==> src/design/arpt_pkg.sv <==
// arpt_pkg: constants and carrier types of the 12-bit autoreload pulse timer
// assumes: byte-wide register port, one 50 MHz clock, synchronous reset
package arpt_pkg;

	// ----------------------------------------
	// register offsets
	// ----------------------------------------
	localparam logic [7:0] ARPT_OFS_TCS = 8'h0d;
	localparam logic [7:0] ARPT_OFS_CNTH = 8'h0e;
	localparam logic [7:0] ARPT_OFS_CNTL = 8'h0f;
	localparam logic [7:0] ARPT_OFS_RLH = 8'h10;
	localparam logic [7:0] ARPT_OFS_RLL = 8'h11;
	localparam logic [7:0] ARPT_OFS_POC = 8'h12;
	localparam logic [7:0] ARPT_OFS_PCS = 8'h13;
	localparam logic [7:0] ARPT_OFS_DVH = 8'h17;
	localparam logic [7:0] ARPT_OFS_DVL = 8'h18;

	// ----------------------------------------
	// field positions
	// ----------------------------------------
	localparam int ARPT_TCS_COMPARE_IRQ_ENABLE = 0;
	localparam int ARPT_TCS_WRAP_IRQ_ENABLE = 1;
	localparam int ARPT_TCS_WRAP = 2;
	localparam int ARPT_TCS_SEL_LO = 3;
	localparam int ARPT_PCS_CMPF = 0;
	localparam int ARPT_PCS_INV = 1;
	localparam int ARPT_POC_OE = 0;

	// ----------------------------------------
	// reset values and counts
	// ----------------------------------------
	localparam logic [11:0] ARPT_CNT_RST = 12'h000;
	localparam logic [11:0] ARPT_CNT_TOP = 12'hfff;
	localparam logic [11:0] ARPT_DUTY_OFF = 12'h000;
	localparam logic [7:0] ARPT_BYTE_RST = 8'h00;
	localparam int ARPT_PERIOD_BASE = 4096;
	localparam int ARPT_SLOW_DIV = 32;
	localparam logic [4:0] ARPT_SLOW_LAST = 5'(ARPT_SLOW_DIV - 1);

	// ----------------------------------------
	// counter clock select codes
	// ----------------------------------------
	localparam logic [1:0] ARPT_SEL_OFF = 2'h0;
	localparam logic [1:0] ARPT_SEL_TICK = 2'h1;
	localparam logic [1:0] ARPT_SEL_CPU = 2'h2;
	localparam logic [1:0] ARPT_SEL_RSVD = 2'h3;

	// ----------------------------------------
	// carriers
	// ----------------------------------------
	typedef struct packed {
		logic [7:0] addr;
		logic [7:0] wdata;
		logic wr;
		logic rd;
	} arpt_bus_t;

	typedef struct packed {
		logic slow;
		logic wait_mode;
		logic active_halt;
		logic full_halt;
	} arpt_power_t;

endpackage

==> src/design/arpt_timer.sv <==
// arpt_timer: 12-bit autoreload timer with one pulse output and compare
// assumes: inputs synchronous to clk, tick is a one-cycle pulse, strobes one cycle
//
// Function
// RULE1 - pulse period is counter clock divided by 4096 minus reload value
// RULE2 - overflow reloads counter, moves duty into active copy, pulse goes high
// RULE3 - counter equal to active duty drives pulse low
// RULE4 - invert setting flips the pulse before the pin
// RULE5 - output enable drives pin push-pull, else pin released
// RULE6 - high duty byte write locks compare until low byte written
// RULE7 - software writes high duty byte before low byte
// RULE8 - compare mode uses written duty value at once
// RULE9 - compare mode match sets compare flag, interrupt if enabled
// RULE10 - compare inactive while duty value is zero
// RULE11 - overflow copies duty into shadow; pulse mode compares shadow
// RULE12 - software keeps reload at most 4094
// RULE13 - slow mode divides input by 32, wait no effect, halt stops
// RULE14 - active halt stops timer unless tick selected and wrap irq enabled
// RULE15 - wrap wakes from wait and tick active halt; compare from wait only
// RULE16 - clock select: off, tick, cpu clock, reserved; reset clears it
// RULE17 - wrap flag set on fff to reload; status read clears it
// RULE18 - wrap flag stays visible one more counter clock after clear
// RULE19 - wrap and compare irq enables gate the two requests
// RULE20 - counter resets to zero and counts while a clock is selected and no halt stops it
// RULE21 - software reads counter low byte first, unlatched
// RULE22 - software keeps upper three status bits zero
// RULE23 - compare flag set on match, cleared by pulse status read
// RULE24 - byte-wide registers, single-cycle reads and writes
`timescale 1ns/10ps

module arpt_timer
	import arpt_pkg::*;
(
	// clock and reset
	input wire logic clk,
	input wire logic sys_rst,
	// register port
	input wire arpt_bus_t bus_i,
	output logic [7:0] rdata_o,
	// timebase and power modes
	input wire logic lite_timebase_tick_i,
	input wire arpt_power_t power_i,
	// pulse pin
	output logic pulse_output_o,
	output logic pulse_output_oe_o,
	// requests
	output logic wrap_irq_o,
	output logic cmp_irq_o,
	output logic wake_o
);

	// ----------------------------------------
	// register state
	// ----------------------------------------
	logic [1:0] sel_q;
	logic wrap_irq_enable_q;
	logic compare_irq_enable_q;
	logic wrap_flag_q;
	logic wrap_clr_pend_q;
	logic compare_match_flag_q;
	logic output_invert_q;
	logic pulse_output_enable_q;
	logic [11:0] reload_value_q;
	logic [11:0] duty_value_q;
	logic [11:0] shadow_q;
	logic cmp_lock_q;
	logic [11:0] cnt_q;
	logic [11:0] cnt_d;
	logic [4:0] slow_cnt_q;
	logic pulse_q;
	logic pin_q;
	logic [7:0] rdata_q;

	logic wr_tcs, wr_rlh, wr_rll, wr_poc, wr_pcs, wr_dvh, wr_dvl;
	logic rd_tcs, rd_pcs;
	logic run, cpu_en, cnt_en, ovf_ev, cmp_hit;
	logic [11:0] cmp_val;

	// ----------------------------------------
	// address decode
	// ----------------------------------------
	always_comb begin
		wr_tcs = bus_i.wr && bus_i.addr == ARPT_OFS_TCS; // RULE24
		wr_rlh = bus_i.wr && bus_i.addr == ARPT_OFS_RLH;
		wr_rll = bus_i.wr && bus_i.addr == ARPT_OFS_RLL;
		wr_poc = bus_i.wr && bus_i.addr == ARPT_OFS_POC;
		wr_pcs = bus_i.wr && bus_i.addr == ARPT_OFS_PCS;
		wr_dvh = bus_i.wr && bus_i.addr == ARPT_OFS_DVH;
		wr_dvl = bus_i.wr && bus_i.addr == ARPT_OFS_DVL;
		rd_tcs = bus_i.rd && bus_i.addr == ARPT_OFS_TCS;
		rd_pcs = bus_i.rd && bus_i.addr == ARPT_OFS_PCS;
	end

	// ----------------------------------------
	// counter clock enable
	// ----------------------------------------
	always_ff @(posedge clk) begin
		if (sys_rst || !power_i.slow) begin
			slow_cnt_q <= 5'h00;
		end else begin
			slow_cnt_q <= slow_cnt_q + 5'h01; // RULE13
		end
	end

	always_comb begin
		cpu_en = !power_i.slow || slow_cnt_q == ARPT_SLOW_LAST; // RULE13
		run = !power_i.full_halt // RULE13
			&& (!power_i.active_halt
			|| (sel_q == ARPT_SEL_TICK && wrap_irq_enable_q)); // RULE14
		unique case (sel_q) // RULE16
			ARPT_SEL_TICK: cnt_en = run && lite_timebase_tick_i;
			ARPT_SEL_CPU: cnt_en = run && cpu_en;
			ARPT_SEL_OFF, ARPT_SEL_RSVD: cnt_en = 1'b0;
		endcase
	end

	// ----------------------------------------
	// counter
	// ----------------------------------------
	always_comb begin
		ovf_ev = cnt_en && cnt_q == ARPT_CNT_TOP;
		cnt_d = cnt_q;
		if (ovf_ev) begin
			cnt_d = reload_value_q; // RULE1 RULE2
		end else if (cnt_en) begin
			cnt_d = cnt_q + 12'h001; // RULE20
		end
	end

	always_ff @(posedge clk) begin
		if (sys_rst) begin
			cnt_q <= ARPT_CNT_RST; // RULE20
		end else begin
			cnt_q <= cnt_d;
		end
	end

	// ----------------------------------------
	// control registers
	// ----------------------------------------
	always_ff @(posedge clk) begin
		if (sys_rst) begin
			sel_q <= ARPT_SEL_OFF; // RULE16
			wrap_irq_enable_q <= 1'b0; // RULE19
			compare_irq_enable_q <= 1'b0;
		end else if (wr_tcs) begin
			sel_q <= bus_i.wdata[ARPT_TCS_SEL_LO +: 2];
			wrap_irq_enable_q <= bus_i.wdata[ARPT_TCS_WRAP_IRQ_ENABLE];
			compare_irq_enable_q <= bus_i.wdata[ARPT_TCS_COMPARE_IRQ_ENABLE];
		end
	end

	always_ff @(posedge clk) begin
		if (sys_rst) begin
			reload_value_q <= ARPT_CNT_RST;
		end else if (wr_rlh) begin
			reload_value_q[11:8] <= bus_i.wdata[3:0];
		end else if (wr_rll) begin
			reload_value_q[7:0] <= bus_i.wdata;
		end
	end

	always_ff @(posedge clk) begin
		if (sys_rst) begin
			pulse_output_enable_q <= 1'b0;
			output_invert_q <= 1'b0;
		end else begin
			if (wr_poc) begin
				pulse_output_enable_q <= bus_i.wdata[ARPT_POC_OE];
			end
			if (wr_pcs) begin
				output_invert_q <= bus_i.wdata[ARPT_PCS_INV];
			end
		end
	end

	// ----------------------------------------
	// duty value, lock and shadow
	// ----------------------------------------
	always_ff @(posedge clk) begin
		if (sys_rst) begin
			duty_value_q <= ARPT_DUTY_OFF;
			cmp_lock_q <= 1'b0;
		end else if (wr_dvh) begin
			duty_value_q[11:8] <= bus_i.wdata[3:0];
			cmp_lock_q <= 1'b1; // RULE6
		end else if (wr_dvl) begin
			duty_value_q[7:0] <= bus_i.wdata;
			cmp_lock_q <= 1'b0; // RULE6
		end
	end

	always_ff @(posedge clk) begin
		if (sys_rst) begin
			shadow_q <= ARPT_DUTY_OFF;
		end else if (ovf_ev) begin
			shadow_q <= duty_value_q; // RULE2 RULE11
		end
	end

	// ----------------------------------------
	// compare
	// ----------------------------------------
	always_comb begin
		// compare mode sees the written value at once
		cmp_val = pulse_output_enable_q ? shadow_q : duty_value_q; // RULE8 RULE11
		cmp_hit = cnt_en && !cmp_lock_q // RULE6
			&& cmp_val != ARPT_DUTY_OFF // RULE10
			&& cnt_d == cmp_val; // RULE3 RULE9
	end

	always_ff @(posedge clk) begin
		if (sys_rst) begin
			compare_match_flag_q <= 1'b0;
		end else if (cmp_hit) begin
			compare_match_flag_q <= 1'b1; // RULE9 RULE23
		end else if (rd_pcs) begin
			compare_match_flag_q <= 1'b0; // RULE23
		end
	end

	// ----------------------------------------
	// wrap flag with one counter clock of lag
	// ----------------------------------------
	always_ff @(posedge clk) begin
		if (sys_rst) begin
			wrap_flag_q <= 1'b0;
			wrap_clr_pend_q <= 1'b0;
		end else begin
			if (ovf_ev) begin
				wrap_flag_q <= 1'b1; // RULE17
				wrap_clr_pend_q <= 1'b0;
			end else if (rd_tcs && wrap_flag_q) begin
				wrap_clr_pend_q <= 1'b1; // RULE17
			end else if (wrap_clr_pend_q && cnt_en) begin
				wrap_flag_q <= 1'b0; // RULE18
				wrap_clr_pend_q <= 1'b0;
			end
		end
	end

	// ----------------------------------------
	// pulse generator and pin
	// ----------------------------------------
	always_ff @(posedge clk) begin
		if (sys_rst) begin
			pulse_q <= 1'b0;
		end else if (!pulse_output_enable_q) begin
			pulse_q <= 1'b0; // no pulse in compare mode
		end else if (cmp_hit) begin
			pulse_q <= 1'b0; // RULE3
		end else if (ovf_ev) begin
			pulse_q <= 1'b1; // RULE2
		end
	end

	always_ff @(posedge clk) begin
		if (sys_rst) begin
			pin_q <= 1'b0;
		end else begin
			pin_q <= pulse_q ^ output_invert_q; // RULE4
		end
	end

	assign pulse_output_o = pin_q;
	assign pulse_output_oe_o = pulse_output_enable_q; // RULE5

	// ----------------------------------------
	// requests and wake
	// ----------------------------------------
	assign wrap_irq_o = wrap_flag_q && wrap_irq_enable_q; // RULE19
	assign cmp_irq_o = compare_match_flag_q && compare_irq_enable_q; // RULE9 RULE19
	assign wake_o = !power_i.full_halt // RULE15
		&& ((power_i.wait_mode && (wrap_irq_o || cmp_irq_o))
		|| (power_i.active_halt && sel_q == ARPT_SEL_TICK && wrap_irq_o));

	// ----------------------------------------
	// read data
	// ----------------------------------------
	always_ff @(posedge clk) begin
		if (sys_rst) begin
			rdata_q <= ARPT_BYTE_RST;
		end else if (bus_i.rd) begin
			unique case (bus_i.addr) // RULE24
				ARPT_OFS_TCS: rdata_q <= {3'h0, sel_q, wrap_flag_q,
					wrap_irq_enable_q, compare_irq_enable_q};
				ARPT_OFS_CNTH: rdata_q <= {4'h0, cnt_q[11:8]}; // RULE21
				ARPT_OFS_CNTL: rdata_q <= cnt_q[7:0];
				ARPT_OFS_RLH: rdata_q <= {4'h0, reload_value_q[11:8]};
				ARPT_OFS_RLL: rdata_q <= reload_value_q[7:0];
				ARPT_OFS_POC: rdata_q <= {7'h00, pulse_output_enable_q};
				ARPT_OFS_PCS: rdata_q <= {6'h00, output_invert_q, compare_match_flag_q};
				ARPT_OFS_DVH: rdata_q <= {4'h0, duty_value_q[11:8]};
				ARPT_OFS_DVL: rdata_q <= duty_value_q[7:0];
				default: rdata_q <= ARPT_BYTE_RST;
			endcase
		end else begin
			rdata_q <= ARPT_BYTE_RST;
		end
	end

	assign rdata_o = rdata_q;
endmodule

==> config.mk <==
export PLATFORM = sky130hd
export DESIGN_NAME = arpt_timer
export DESIGN_NICKNAME = d
export VERILOG_FILES = /design/src/design/arpt_pkg.sv /design/src/design/arpt_timer.sv
export SDC_FILE = /design/constraint.sdc
export NUM_CORES = 1
export LEC_CHECK = 0
export BUFFER_PORTS_ARGS = -buffer_cell sky130_fd_sc_hd__buf_2
export CAP_MARGIN = 25
export CORE_MARGIN = 4
export CORE_UTILIZATION = 60
export DETAILED_ROUTE_END_ITERATION = 6
export MAX_ROUTING_LAYER = met4
export PLACE_DENSITY = 0.81
export SETUP_SLACK_MARGIN = 0.3
export SLEW_MARGIN = 30
export SYNTH_ARGS = -nofsm -noshare
export SYNTH_HDL_FRONTEND = slang
export SYNTH_SLANG_ARGS = --single-unit
==> constraint.sdc <==
create_clock -name clk -period 4.7 [get_ports clk]
set_input_delay 0.94 -clock clk [delete_from_list [all_inputs] [get_ports clk]]
set_output_delay 0.94 -clock clk [all_outputs]
set_load 0.005 [all_outputs]
; ---- Yosys cells after proc, flatten, opt, wreduce, memory -nomap -nowiden
; Cells that the tools add are included.
[totals]
word_cells = 102
reg_bits = 73
memories = 0
out_inout_bits = 13
in_bits = 25
latchBits = 0
mem_bits_ro = 0
mem_bits_rw = 0
[op_classes]
n_mux = 13
div_mod_pow = 0
n_addsub = 2
multipliers = 0
n_bitwise = 5
order_cmp = 0
n_reduce_logical = 47
shifts = 0
eq_ne = 16
[ops]
columns = op, count
row1 = $pmux W8 S9, 1
row2 = $eq A8 B5 Y1 const B, 6
row3 = $mux W12, 3
row4 = $logic_and A1 B1 Y1, 25
row5 = $eq A8 B4 Y1 const B, 3
row6 = $add A12 B1 Y12 const B, 1
row7 = $eq A12 B12 Y1, 1
row8 = $eq A12 B12 Y1 const B, 1
row9 = $reduce_bool A12 Y1, 1
row10 = $mux W1, 8
row11 = $reduce_bool A2 Y1, 4
row12 = $reduce_and A2 Y1, 3
row13 = $reduce_or A2 Y1, 3
row14 = $add A5 B1 Y5 const B, 1
row15 = $eq A5 B5 Y1 const B, 1
row16 = $logic_or A1 B1 Y1, 5
row17 = $eq A2 B2 Y1 const B, 2
row18 = $logic_not A1 Y1, 4
row19 = $not A1 Y1, 4
row20 = $pmux W1 S3, 1
row21 = $reduce_or A3 Y1, 1
row22 = $eq A2 B1 Y1 const B, 1
row23 = $logic_not A2 Y1, 1
row24 = $ne A2 B2 Y1 const B, 1
row25 = $xor A1 B1 Y1, 1

; ---- Logic depth before layout (Yosys ltp)
; Gate-level depths: netlist of the first run.
[logic_depth]
word_depth = 11
mapped_depth = 13
ltp_nobuf = 11

; ---- Worst setup path before layout of the first run
; Ideal clock, no wire load.
[synth_timing]
path_kind = input -> register
start = input lite_timebase_tick_i
end = register pulse_q
cell_stages = 10
required_ns = 4.582
path_slack_ns = 2.032
n_path_buf = 2
arrival_time_ns = 2.550
cell_sequence = o21ba_2 -> and4b_1 -> buf_6 -> and3_1 -> buf_4 -> a21oi_1 -> o221ai_1 -> nor4b_2 -> nand4_1 -> o2111a_1
[synth_between]
elab_chain_cells = 7
word_cells_on_any_way = 10
classes_between = 1 x eq/ne / 3 x mux / 6 x reduce/logical
[synth_lines]
columns = item, line_no
row1 = from (decl), arpt_timer.sv:41  ; input wire logic lite_timebase_tick_i,
row2 = $logic_and A1 B1 Y1 *, arpt_timer.sv:111  ; ARPT_SEL_TICK: cnt_en = run && lite_timebase_tick_i;
row3 = $pmux W1 S3 *, arpt_timer.sv:110  ; unique case (sel_q)
row4 = $mux W12 / $logic_and A1 B1 Y1 (equally long branches), "arpt_timer.sv:125, arpt_timer.sv:121"
row5 = $mux W12, arpt_timer.sv:123  ; if (ovf_ev) begin
row6 = $eq A12 B12 Y1, arpt_timer.sv:209  ; && cnt_d == cmp_val;
row7 = $logic_and A1 B1 Y1, arpt_timer.sv:209
row8 = $reduce_or A3 Y1 (no source line), n/a
row9 = to (signal assigned), arpt_timer.sv:247  ; pulse_q <= 1'b0;
row10 = to (signal assigned), arpt_timer.sv:249  ; pulse_q <= 1'b0;
row11 = to (signal assigned), arpt_timer.sv:251  ; pulse_q <= 1'b0;
row12 = to (decl), arpt_timer.sv:70  ; logic pulse_q;
; Mark *: on every way between the ends. The rest lies on a longest branch, timed or not.
; A chain may end at the register's enable or synchronous reset.

; ---- Worst setup path in the final report of the first run
[layout_timing]
start = register slow_cnt_q[0]
end = register pulse_q
[layout_between]
elab_chain_cells = 9
word_cells_on_any_way = 12
classes_between = 2 x eq/ne / 3 x mux / 7 x reduce/logical
[layout_lines]
columns = item, line_no
row1 = from (decl), arpt_timer.sv:69  ; logic [4:0] slow_cnt_q;
row2 = from (signal assigned), arpt_timer.sv:101  ; slow_cnt_q <= slow_cnt_q + 5'h01;
row3 = $eq A5 B5 Y1 *, arpt_timer.sv:106  ; cpu_en = !power_i.slow || slow_cnt_q == ARPT_SLOW_LAST;
row4 = $logic_or A1 B1 Y1 *, arpt_timer.sv:106
row5 = $logic_and A1 B1 Y1 *, arpt_timer.sv:112  ; ARPT_SEL_CPU: cnt_en = run && cpu_en;
row6 = $pmux W1 S3 *, arpt_timer.sv:110
row7 = $mux W12 / $logic_and A1 B1 Y1 (equally long branches), "arpt_timer.sv:125, arpt_timer.sv:121"
row8 = $mux W12, arpt_timer.sv:123
row9 = $eq A12 B12 Y1, arpt_timer.sv:209
row10 = $logic_and A1 B1 Y1, arpt_timer.sv:209
row11 = $reduce_or A3 Y1 (no source line), n/a
; Marks and branches as above.

==> reports/qor_table.md, run 1 <==
| Group | Item | Reported |
| --- | --- | --- |
| outcome | Status | finished clean |
| global route | Largest net degree at the start of global routing | 57 |
| power and ir drop | Internal power | 0.000889 W |
| timing | Accumulated negative setup slack | 0 ns |
| yosys | Ranking of synthesized cells by area | dfxtp_1, nand2_1, a21oi_1 |
| worst setup path | Endpoint of the lowest-slack register-to-register path | pulse_q$_SDFFE_PP0P_ |
| layout | Antenna fix cells | 0 |
| route | Met3 Routed Length | 1120 um |
| yosys | Syn_nets | 494 |
| timing | Worst relative slew slack | 0.385 |
| power and ir drop | Leakage Power | 1.59 nW |
| flow run | Max-cap violations | 0 |
| layout | Final #Nets | 520 |
| route | Drt first-iter violations | 546 |
| global route | Vias in the first global route | 3,552 |
| power and ir drop | Sw Share | 0.257 |
| global route | Aggregate global-route resource usage | 0.313 |
| worst setup path | Critical Path RT | 4.95 ns |
| yosys | Primary flip-flop cell chosen by synthesis mapping | dfxtp_1 |
| cts | Buffer count from post-CTS setup fixing | 0 |
| yosys | Largest area contributor in the synthesized netlist | dfxtp_1 |
| power and ir drop | Max IR drop VDD | 0.303 mV |
| layout | Cell area after layout | 4230 um2 |
| worst hold path | HP Class | flop to flop |
| yosys | Number of instances in the synthesized netlist | 464 |
| worst setup path | Largest driver fanout on the critical path | 25 |
| timing | RSZ-0062 raised after global routing | no |
| timing | Worst-margin pin slew | 0.923 ns |
| yosys | Number of warning messages in the yosys log | 0 |
| cts | Number of hold-repair buffers added at the cts stage | 0 |
| place | Sum of net half-perimeters after detailed placement | 7810 um |
| place | Final RePlAce weighted congestion | 0.945 |
| cts | CTS max path bufs | 2 |
| floorplan | Initial Util | 0.633 |
| route | Final Routed Wirelength | 11,000 um |
| route | Average wire length per cell after detail routing | 19.3 um |
| route | Top Metal Used | met4 |
| layout | Post-layout instance count excluding filler cells | 570 |
| cts | Cell at the root of the clock tree | clkbuf_8 |
| worst setup path | RR Startpoint | slow_cnt_q[0]$_SDFF_PP0_ |
| worst setup path | Setup crit end kind | flop |
| route | Detailed-routed wire length on met2 | 5080 um |
| cts | Clock latency on the worst-skew pair | 0.36 ns |
| global route | Number of antenna violations at the first check in global routing | 0 |
| yosys | Proportion of synthesized flip-flops having asynchronous set or reset | 0 |
| yosys | Post-synth EDFFs | 0 |
| route | Via density per instance | 6.56 |
| power and ir drop | Cell Pwr Density | 283 nW/um2 |
| layout | Share of cells above drive strength 1 | 0.154 |
| timing | Final Max Slew Viols | 0 |
| power and ir drop | Sw Pwr | 0.000307 W |
| power and ir drop | Fraction of power consumed by combinational cells | 0.041 |
| layout | Post-synthesis to final-layout area growth | 10.4% |
| global route | Wire length of the first global-routing pass | 17,900 um |
| floorplan | Cell row count | 28 |
| cts | Clock-pin slew on the worst setup and hold paths | 0.09 ns |
| timing | # setup viols final | 0 |
| cts | Cells resized by post-CTS repair | 0 |
| floorplan | Area of the core | 6060 um2 |
| layout | Fin util | 0.698 |
| worst setup path | Cell count of the worst reg-to-reg path | 11 |
| worst hold path | Critical hold path startpoint | slow_cnt_q[0]$_SDFF_PP0_ |
| global route | Gr ovfl total | 0 |
| worst setup path | Launching element type of the critical path | flop |
| place | Post-Place Cells | 554 |
| timing | Worst hold slack after final layout | 0.460 ns |
| cts | H-tree levels | 3 |
| worst setup path | Arr. time, crit path | 3.56 ns |
| power and ir drop | Clock power frac | 0.441 |
| route | Routed met1 length | 4520 um |
| floorplan | Overall die height | 87.9 um |
| power and ir drop | Sequential Power Share | 0.518 |
| cts | Clock sink count | 73 |
| yosys | Cell variety after synth | 62 |
| route | Residual DRC count | 0 |
| yosys | Post-synthesis instance area | 3830 um2 |
| worst setup path | Launch point of the worst path | slow_cnt_q[0]$_SDFF_PP0_ |
| yosys | Portion of synthesized cell area occupied by the leading cell type | 0.381 |
| place | Port-buffer cells | 37 |
| worst setup path | Setup crit end | pulse_q$_SDFFE_PP0P_ |
| place | DP Area | 4030 um2 |
| timing | Number of hold-slack violations in the final timing report | 0 |
| yosys | Post-synthesis sequential area ratio | 0.381 |
| floorplan | Number of primary I/O pins | 38 |
| timing | Clock period minus final worst setup slack | 3.31 ns |
| floorplan | Overall die width | 87.9 um |
| yosys | Total of flip-flops plus latches after synthesis | 73 |
| route | Via count | 3,737 |
| worst setup path | Worst Setup Path Type | flop to flop |
| worst setup path | FF-to-FF setup slack | 1.39 ns |
| route | Detailed Routing Iterations Pass 1 | 6 |
| floorplan | Die ar. | 7730 um2 |
| route | Number of nets with antenna violations after detailed routing | 0 |
| timing | Final period utilization | 0.704 |
| cts | Cts bufs inserted | 9 |
| yosys | Mean area per synthesized cell | 8.26 um2 |
| timing | Maximum clock rate | 302 MHz |
| timing | Final Skew | 0.0100 ns |
| cts | Clock tree from TritonCTS | built |
-- metrics by stage --
| step | power, W | setup slack [ns] |
|---|---|---|
| 2_1_floorplan | 0.000660 | 2.03 |
| 3_3_place_gp | 0.000681 | 1.23 |
| 3_5_place_dp | 0.000682 | 1.15 |
| 4_1_cts | 0.00120 | 1.42 |
| 5_1_grt | 0.00124 | 1.13 |
| 6_report | 0.00120 | 1.39 |
-- per-layer routing --
| layer | vias up | track usage |
|---|---|---|
| met3 | 29 | 0.0602 |
| li1 | 1738 | - |
| met2 | 208 | 0.492 |
| met4 | 0 | 0.105 |
| met5 | - | - |
| met1 | 1762 | 0.405 |
-- critical path: stages (launching register included) --
cell and delay, ns:
dfxtp_1 0.36, ha_1 0.19, and3_1 0.17, ha_1 0.14, nand3b_1 0.16, and4b_1 0.41, and3_1 0.83, nand2b_1 0.18
and3_1 0.23, nor4b_2 0.23, nand4_1 0.14, o2111a_1 0.17
-- registers in the layout, summed over array words and instances (netlist names), 2 cells and up --
signal	cells
reload_value_q	12
slow_cnt_q	5
cnt_q	12
sel_q	2
shadow_q	12
duty_value_q	12
rdata_o	8
-- cells in the mapped netlist, drive strengths merged (7+ instances only) --
cell type and instances:
xor2 7, buf 11, clkbuf 15, nand3 38, and3 11, nand2 76, xnor2 8, nor2 32
a22oi 8, dfxtp 73, mux2i 21, nor3 10, a21oi 54
-- power groups by stage --
| stage | Sequential [W] | Clock, W | Combinational, W |
|---|---|---|---|
| after floorplan | 0.000634 | 0 | 0.0000256 |
| final | 0.000620 | 0.000527 | 0.0000489 |
| after CTS | 0.000620 | 0.000530 | 0.0000477 |
| after detailed placement | 0.000635 | 0 | 0.0000473 |
| after global placement | 0.000635 | 0 | 0.0000463 |
| after global routing | 0.000620 | 0.000563 | 0.0000530 |
-- cell families (layout without fill, tap and decap cells) --
| kind of cell | count (synthesis) | count (layout) | synth area share |
|---|---|---|---|
| compound gates | 104 | 104 | 0.174 |
| buf+inv | 32 | 63 | 0.0385 |
| simple gates | 206 | 206 | 0.272 |
| fa+ha+maj | 5 | 5 | 0.0163 |
| xor+xnor | 16 | 16 | 0.0401 |
| mux | 28 | 28 | 0.0783 |
| flops | 73 | 73 | 0.381 |
-- layout by cell type (no fill, tap or decap), types with 3 or more instances in the layout --
| cell | n |
|---|---|
| nand2_1 | 76 |
| dfxtp_1 | 73 |
| a21oi_1 | 54 |
| buf_2 | 37 |
| nand3_1 | 36 |
| nor2_1 | 32 |
| mux2i_1 | 21 |
| and3_1 | 11 |
| nor3_1 | 10 |
| clkbuf_8 | 9 |
| xnor2_1 | 8 |
| a22oi_1 | 8 |
| xor2_1 | 7 |
| inv_1 | 6 |
| nand4_1 | 6 |
| a211oi_1 | 6 |
| mux2_2 | 6 |
| o21ai_0 | 5 |
| ha_1 | 5 |
| and2_1 | 4 |
| nor4_1 | 4 |
| nor2b_1 | 4 |
| or4_1 | 4 |
| buf_4 | 4 |
| o31ai_1 | 3 |
| o21a_1 | 3 |
| a222oi_1 | 3 |
| a221oi_1 | 3 |
| inv_6 | 3 |
-- worst min path at each step --
stage / endpoint / slack (ns) / cells after the start
floorplan: slow_cnt_q[0]$_SDFF_PP0_ / 0.42 / 1
global placement: slow_cnt_q[0]$_SDFF_PP0_ / 0.43 / 1
detailed placement: slow_cnt_q[0]$_SDFF_PP0_ / 0.45 / 1
CTS: slow_cnt_q[0]$_SDFF_PP0_ / 0.46 / 1
global route: slow_cnt_q[0]$_SDFF_PP0_ / 0.49 / 1
finish: slow_cnt_q[0]$_SDFF_PP0_ / 0.46 / 1
-- cell type report --
cell class                      instances  area [um2]
Clock buffer                            9         124
Clock inverter                          7        83.8
Fill cell                             518        1830
Inverter                                6        22.5
Multi-Input combinational cell        359        2230
Sequential cell                        73        1460
Tap cell                               75        93.8
Timing Repair Buffer                   41         215
Note: power is estimated with default switching activity, not from simulation.
==> run 2: changes to the inputs <==
ABC_AREA = 1   (was default)
CORE_UTILIZATION = 54   (was 60)
PLACE_DENSITY = 0.77   (was 0.81)
clock period = 2.7 ns   (was 4.7 ns; I/O delays follow)
==> reports/qor_table.md, run 2 <==
| Group | Item | Reported |
| --- | --- | --- |
| worst setup path | RR Startpoint | slow_cnt_q[1]$_SDFF_PP0_ |
| worst setup path | Cell Chain, Critical Path | ha_4, nand2_2, nor2_2, ha_2, inv_2, nand3_4, nand3_2, nor2_4, buf_6, nand2_2, nand2_2, nand2_4, nand3_2, nand2_1, nor2_1, nand2_1, nor2_2, nand3_2, a21oi_2 |
| yosys | Post-synthesis adder-cell area fraction | 0.0158 |
| timing | Clock period minus final worst setup slack | 2.43 ns |
| worst setup path | Launching element type of the critical path | flop |
| yosys | Syn_nets | 629 |
| yosys | Compound-cell area share of the yosys netlist | 0.180 |
| cts | Clock-pin slew on the worst setup and hold paths | 0.08 ns |
| worst setup path | Slowest stage cell, crit path | dfxtp_2 |
| yosys | Ranking of synthesized cells by area | dfxtp_1, nand2_1, inv_1 |
| layout | Area of the multi-input gates | 2250 um2 |
| timing | Final Max Slew Viols | 0 |
| global route | Aggregate global-route resource usage | 0.278 |
| worst setup path | Critical Path RT | 2.99 ns |
| power and ir drop | Leakage Power | 1.92 nW |
| worst setup path | Endpoint of the lowest-slack register-to-register path | compare_match_flag_q$_SDFFE_PP0P_ |
| timing | Maximum clock rate | 412 MHz |
| route | Average wire length per cell after detail routing | 15.6 um |
| global route | Number of antenna violations at the first check in global routing | 0 |
| global route | Vias in the first global route | 3,723 |
| worst setup path | Launch point of the worst path | slow_cnt_q[1]$_SDFF_PP0_ |
| global route | Gr ovfl total | 0 |
| place | Final RePlAce weighted congestion | 1.00 |
| power and ir drop | Max IR drop VDD | 0.444 mV |
| timing | Worst relative slew slack | 0.540 |
| timing | RSZ-0062 raised after global routing | yes |
| yosys | Primary flip-flop cell chosen by synthesis mapping | dfxtp_1 |
| worst setup path | Max stage delay on crit path | 0.36 ns |
| yosys | Portion of synthesized cell area occupied by the leading cell type | 0.369 |
| yosys | Number of warning messages in the yosys log | 0 |
| cts | CTS max path bufs | 2 |
| outcome | Status | finished clean |
| global route | Largest net degree at the start of global routing | 33 |
| timing | Accumulated negative setup slack | 0 ns |
| worst setup path | Setup crit end | compare_match_flag_q$_SDFFE_PP0P_ |
| layout | Highest-count cells in the layout ignoring fill and taps | nand2_1, inv_1, dfxtp_1 |
| yosys | Proportion of synthesized area in mux cells | 0 |
| route | Number of nets with antenna violations after detailed routing | 0 |
| cts | Clock latency on the worst-skew pair | 0.36 ns |
| floorplan | Cell row count | 30 |
| worst hold path | HP Class | flop to flop |
| floorplan | Area of the core | 6940 um2 |
| place | Post-Place Cells | 721 |
| yosys | Proportion of synthesized flip-flops having asynchronous set or reset | 0 |
| place | Sum of net half-perimeters after detailed placement | 8670 um |
| yosys | Total of flip-flops plus latches after synthesis | 73 |
| yosys | Mean area per synthesized cell | 6.61 um2 |
| route | Detailed Routing Iterations Pass 1 | 5 |
| cts | Clock tree from TritonCTS | built |
| layout | Final #Nets | 680 |
| cts | Cell at the root of the clock tree | clkbuf_8 |
| power and ir drop | Cell Pwr Density | 446 nW/um2 |
| floorplan | Overall die height | 93.7 um |
| worst setup path | Worst Setup Path Type | flop to flop |
| route | Via count | 4,158 |
| yosys | Main combinational cell family by area after synthesis | simple AND/OR/NAND/NOR gates |
| timing | Final Skew | 0.00987 ns |
| yosys | Post-synthesis sequential area ratio | 0.369 |
| worst setup path | Cell count of the worst reg-to-reg path | 19 |
| layout | Fill cell total of the finished layout | 620 |
| yosys | Post-Synth XOR/XNOR Area | 0.00663 |
| yosys | Number of instances in the synthesized netlist | 599 |
| layout | Post-synthesis to final-layout area growth | 18.7% |
| yosys | Count leader, synth | nand2_1 |
| flow run | Max-cap violations | 0 |
| yosys | Post-synth EDFFs | 0 |
| timing | Number of hold-slack violations in the final timing report | 0 |
| timing | Final period utilization | 0.898 |
| route | Drt first-iter violations | 373 |
| floorplan | Die ar. | 8770 um2 |
| yosys | Most instantiated cells after synthesis | nand2_1, inv_1, dfxtp_1, nor2_1, o21ai_0 |
| layout | Combined flip-flop and latch cell area | 1470 um2 |
| yosys | Largest area contributor in the synthesized netlist | dfxtp_1 |
| worst setup path | FF-to-FF setup slack | 0.27 ns |
| worst setup path | Largest driver fanout on the critical path | 5 |
| timing | Worst-margin pin slew | 0.684 ns |
| layout | Antenna fix cells | 0 |
| floorplan | Number of primary I/O pins | 38 |
| worst setup path | Arr. time, crit path | 2.72 ns |
| global route | Wire length of the first global-routing pass | 18,300 um |
| yosys | Cell variety after synth | 45 |
| worst setup path | Setup crit end kind | flop |
| timing | # setup viols final | 0 |
| cts | Cts bufs inserted | 9 |
| layout | Post-layout instance count excluding filler cells | 751 |
| cts | H-tree levels | 3 |
| floorplan | Overall die width | 93.7 um |
| route | Final Routed Wirelength | 11,700 um |
| layout | Leading cell type in the layout, fill and taps excluded | nand2_1 |
| floorplan | Initial Util | 0.570 |
| yosys | Simple-gate portion of the synthesized area | 0.329 |
| place | Port-buffer cells | 37 |
| layout | Share of cells above drive strength 1 | 0.205 |
| cts | Clock sink count | 73 |
| route | Via density per instance | 5.54 |
| layout | Fin util | 0.677 |
| yosys | Post-synthesis instance area | 3960 um2 |
| route | Residual DRC count | 0 |
| cts | Number of hold-repair buffers added at the cts stage | 0 |
[run 2: changes by cell type after synthesis, sizes merged, moves of 5 or more]
cell    change
xor2        -6
a211oi      -5
nand2      +84
nor2       +32
mux2        -6
a22oi       -8
and3       -11
mux2i      -21
o21ai      +46
a21oi       -7
inv        +74
xnor2       -6
nor4        -5
[run 2: through the flow]
| step | worst slack, ns | area, um2 | hold WS [ns] | power (W) |
|---|---|---|---|---|
| 2_1_floorplan | 0.607 | 3960 | 0.418 | 0.00115 |
| 3_3_place_gp | 0.241 | 4240 | 0.431 | 0.00119 |
| 3_5_place_dp | 0.190 | 4240 | 0.437 | 0.00119 |
| 4_1_cts | 0.307 | 4530 | 0.419 | 0.00209 |
| 5_1_grt | 0.131 | 4700 | 0.471 | 0.00216 |
| 6_report | 0.275 | 4700 | 0.455 | 0.00210 |
[run 2: where the power goes]
group / internal (W) / total [W] / switching, W / leakage, nW
clock network: 0.000501 / 0.000924 / 0.000423 / 0.105
registers: 0.00108 / 0.00108 / 0.00000231 / 0.589
logic: 0.0000292 / 0.0000954 / 0.0000662 / 1.22
total: 0.00161 / 0.00210 / 0.000491 / 1.92
[run 2: cells by family (layout without fill, tap and decap cells)]
logic type / after synthesis / after routing
buffers and inverters: 100 / 155
flip-flops: 73 / 73
AND/OR/NAND/NOR: 291 / 292
XOR/XNOR: 3 / 3
adder cells (fa/ha/maj): 5 / 5
AO/OA/AOI/OAI: 127 / 127
[run 2: worst min-delay path by stage]
stage | start | endpoint | slack, ns | cells past startpoint
3_5_place_dp | slow_cnt_q[0]$_SDFF_PP0_ | slow_cnt_q[0]$_SDFF_PP0_ | 0.44 | 1
4_1_cts | slow_cnt_q[0]$_SDFF_PP0_ | slow_cnt_q[0]$_SDFF_PP0_ | 0.42 | 1
2_1_floorplan | slow_cnt_q[0]$_SDFF_PP0_ | slow_cnt_q[0]$_SDFF_PP0_ | 0.42 | 1
6_report | shadow_q[0]$_SDFFE_PP0P_ | shadow_q[0]$_SDFFE_PP0P_ | 0.45 | 2
5_1_grt | shadow_q[2]$_SDFFE_PP0P_ | shadow_q[2]$_SDFFE_PP0P_ | 0.47 | 2
3_3_place_gp | slow_cnt_q[0]$_SDFF_PP0_ | slow_cnt_q[0]$_SDFF_PP0_ | 0.43 | 1
[run 2: cell type report]
cell class / instances / area share
clock buffer: 12 / 0.0351
clock inverter: 4 / 0.0106
sequential: 73 / 0.312
multi-input combinational: 427 / 0.478
inverter: 81 / 0.0652
tap: 96 / 0.0255
timing repair buffer: 58 / 0.0745
[run 2: repair_timing]
action,4_1_cts,5_1_grt
setup buffers,5,7
pin swaps,2,22
gates resized for setup,8,33
hold endpoints to repair,0,0
gates cloned,1,1
setup endpoints to repair,2,2
[run 2: critical path: cells and delay by family, from the launching register on]
family | cells | cell delay [ns]
buffers and inverters | 2 | 0.21
AND/OR/NAND/NOR | 14 | 1.32
flip-flops | 1 | 0.36
AO/OA/AOI/OAI | 1 | 0.13
adder cells (fa/ha/maj) | 2 | 0.32
[run 2: per-layer routing]
layer / global-route usage / wire length [um] / up-vias
met2: 0.431 / 5560 / 196
li1: - / - / 2059
met5: - / 0 / -
met4: 0.108 / 289 / 0
met3: 0.0473 / 907 / 40
met1: 0.363 / 4990 / 1863
==> run 3: changes to the inputs <==
BUFFER_PORTS_ARGS = default   (was -buffer_cell sky130_fd_sc_hd__buf_2)
CORE_UTILIZATION = 57   (was 54)
DONT_BUFFER_PORTS = 1   (was default)
PLACE_DENSITY = 0.75   (was 0.77)
==> reports/qor_table.md, run 3 (synthesis gave the netlist of run 2 again) <==
| Group | Item | Reported |
| --- | --- | --- |
| power and ir drop | Cell Pwr Density | 431 nW/um2 |
| place | Sum of net half-perimeters after detailed placement | 8410 um |
| worst setup path | Endpoint of the lowest-slack register-to-register path | compare_match_flag_q$_SDFFE_PP0P_ |
| global route | Aggregate global-route resource usage | 0.278 |
| global route | Largest net degree at the start of global routing | 33 |
| layout | Cell area after layout | 4550 um2 |
| route | Number of nets with antenna violations after detailed routing | 0 |
| timing | # setup viols final | 0 |
| cts | CTS max path bufs | 2 |
| floorplan | Cell row count | 30 |
| global route | Number of antenna violations at the first check in global routing | 1 |
| route | Final Routed Wirelength | 11,700 um |
| floorplan | Overall die width | 91.4 um |
| worst setup path | Critical Path RT | 2.99 ns |
| route | Met3 Routed Length | 919 um |
| floorplan | Initial Util | 0.586 |
| timing | Worst-margin pin slew | 0.649 ns |
| cts | Cell at the root of the clock tree | clkbuf_8 |
| layout | Leading cell type in the layout, fill and taps excluded | nand2_1 |
| cts | H-tree levels | 3 |
| route | Via count | 4,071 |
| flow run | Max-cap violations | 0 |
| timing | RSZ-0062 raised after global routing | yes |
| place | DP Area | 4040 um2 |
| timing | Worst relative slew slack | 0.563 |
| cts | Clock latency on the worst-skew pair | 0.35 ns |
| worst setup path | Arr. time, crit path | 2.69 ns |
| worst hold path | HP Class | input port to flop |
| route | Routed met1 length | 5000 um |
| layout | Share of cells above drive strength 1 | 0.171 |
| worst setup path | Cell Chain, Critical Path | ha_4, nand2_2, nor2_2, ha_2, inv_2, nand3_4, nand3_4, nor2_4, buf_8, buf_4, nand3_1, nand2_1, o21ai_2, xnor2_1, nor2_2, nand3_2, a21oi_2 |
| route | Detailed Routing Iterations Pass 1 | 7 |
| worst setup path | Launching element type of the critical path | flop |
| timing | Final period utilization | 0.889 |
| power and ir drop | Leakage Power | 1.80 nW |
| floorplan | Die ar. | 8350 um2 |
| global route | Wire length of the first global-routing pass | 17,900 um |
| cts | Clock-pin slew on the worst setup and hold paths | 0.10 ns |
| global route | Vias in the first global route | 3,576 |
| route | Top Metal Used | met4 |
| worst setup path | RR Startpoint | slow_cnt_q[0]$_SDFF_PP0_ |
| worst setup path | Slowest stage cell, crit path | dfxtp_4 |
| place | Port-buffer cells | 0 |
| route | Drt first-iter violations | 406 |
| cts | Clock sink count | 73 |
| timing | Maximum clock rate | 416 MHz |
| layout | Final #Nets | 646 |
| route | Via density per instance | 5.80 |
| worst setup path | Cell count of the worst reg-to-reg path | 17 |
| floorplan | Area of the core | 6760 um2 |
| floorplan | Number of primary I/O pins | 38 |
| floorplan | Overall die height | 91.4 um |
| cts | Clock tree from TritonCTS | built |
| worst setup path | Largest driver fanout on the critical path | 5 |
| route | Average wire length per cell after detail routing | 16.7 um |
| place | Final RePlAce weighted congestion | 0.947 |
| cts | Cts bufs inserted | 9 |
| outcome | Violations in the final reports | DRC |
| cts | Number of hold-repair buffers added at the cts stage | 0 |
| timing | Final Max Slew Viols | 0 |
| timing | Final Skew | 0.0114 ns |
| worst setup path | FF-to-FF setup slack | 0.30 ns |
| worst hold path | Critical hold path startpoint | sys_rst |
| worst setup path | Max stage delay on crit path | 0.37 ns |
| timing | Number of hold-slack violations in the final timing report | 0 |
| worst hold path | Endpoint with the worst hold slack | duty_value_q[5]$_SDFFE_PP0P_ |
| route | Detailed-routed wire length on met2 | 5380 um |
| layout | Post-synthesis to final-layout area growth | 14.8% |
| worst setup path | Worst Setup Path Type | flop to flop |
| timing | Clock period minus final worst setup slack | 2.40 ns |
| layout | Highest-count cells in the layout ignoring fill and taps | nand2_1, inv_1, dfxtp_1 |
| worst hold path | Count of cells along the worst hold path | 1 |
| timing | Accumulated negative setup slack | 0 ns |
| route | Residual DRC count | 1 |
| global route | Gr ovfl total | 0 |
| worst setup path | Setup crit end kind | flop |
| power and ir drop | Max IR drop VDD | 0.318 mV |
| outcome | Status | finished, violations left |
-- run 3: how the worst max path moves through the flow --
stage / from / to / depth (start not counted)
floorplan: slow_cnt_q[0]$_SDFF_PP0_ / compare_match_flag_q$_SDFFE_PP0P_ / 18
global placement: slow_cnt_q[0]$_SDFF_PP0_ / compare_match_flag_q$_SDFFE_PP0P_ / 16
detailed placement: slow_cnt_q[0]$_SDFF_PP0_ / compare_match_flag_q$_SDFFE_PP0P_ / 18
CTS: slow_cnt_q[0]$_SDFF_PP0_ / compare_match_flag_q$_SDFFE_PP0P_ / 16
global route: slow_cnt_q[0]$_SDFF_PP0_ / compare_match_flag_q$_SDFFE_PP0P_ / 20
finish: slow_cnt_q[0]$_SDFF_PP0_ / compare_match_flag_q$_SDFFE_PP0P_ / 17
-- run 3: cell type report --
class / count / area, um2
clock inverter: 7 / 61.3
tap: 80 / 100
sequential: 73 / 1470
multi-input combinational: 427 / 2260
clock buffer: 9 / 124
antenna: 1 / 2.50
inverter: 81 / 307
fill: 600 / 2210
timing repair buffer: 24 / 225
-- run 3: critical path: cells and delay by family, from the launching register on --
kind | cells | cell delay [ns]
AOI/OAI and AO/OA | 2 | 0.22
xor gates and xnor gates | 1 | 0.14
adders and majority gates | 2 | 0.30
buffers and inverters | 3 | 0.33
DFF | 1 | 0.37
and+or+nand+nor | 9 | 1.00
-- run 3: what timing repair did --
action,4_1_cts,5_1_grt
pin swaps,2,30
cloned,0,2
endpoints found under the setup margin,1,2
resized for setup,2,48
buffers inserted,4,10
-- run 3: per-stage QoR --
step / util / hold slack, ns / total power (W) / worst slack (ns) / instances
floorplan: - / 0.418 / 0.00115 / 0.607 / 599
global placement: 0.598 / 0.430 / 0.00115 / 0.363 / 669
detailed placement: 0.598 / 0.442 / 0.00115 / 0.283 / 669
CTS: 0.631 / 0.239 / 0.00196 / 0.306 / 689
global route: 0.673 / 0.228 / 0.00203 / 0.155 / 702
finish: 0.673 / 0.259 / 0.00196 / 0.298 / 702
-- run 3: layer usage --
layer / GRT usage / vias up
met4: 0.113 / 0
li1: - / 1994
met2: 0.424 / 191
met5: - / -
met3: 0.0547 / 29
met1: 0.363 / 1857
-- run 3: power by group --
group	internal, W	switching [W]	total [W]
logic	0.0000161	0.0000367	0.0000528
registers	0.00108	0.00000245	0.00108
clock network	0.000351	0.000474	0.000826
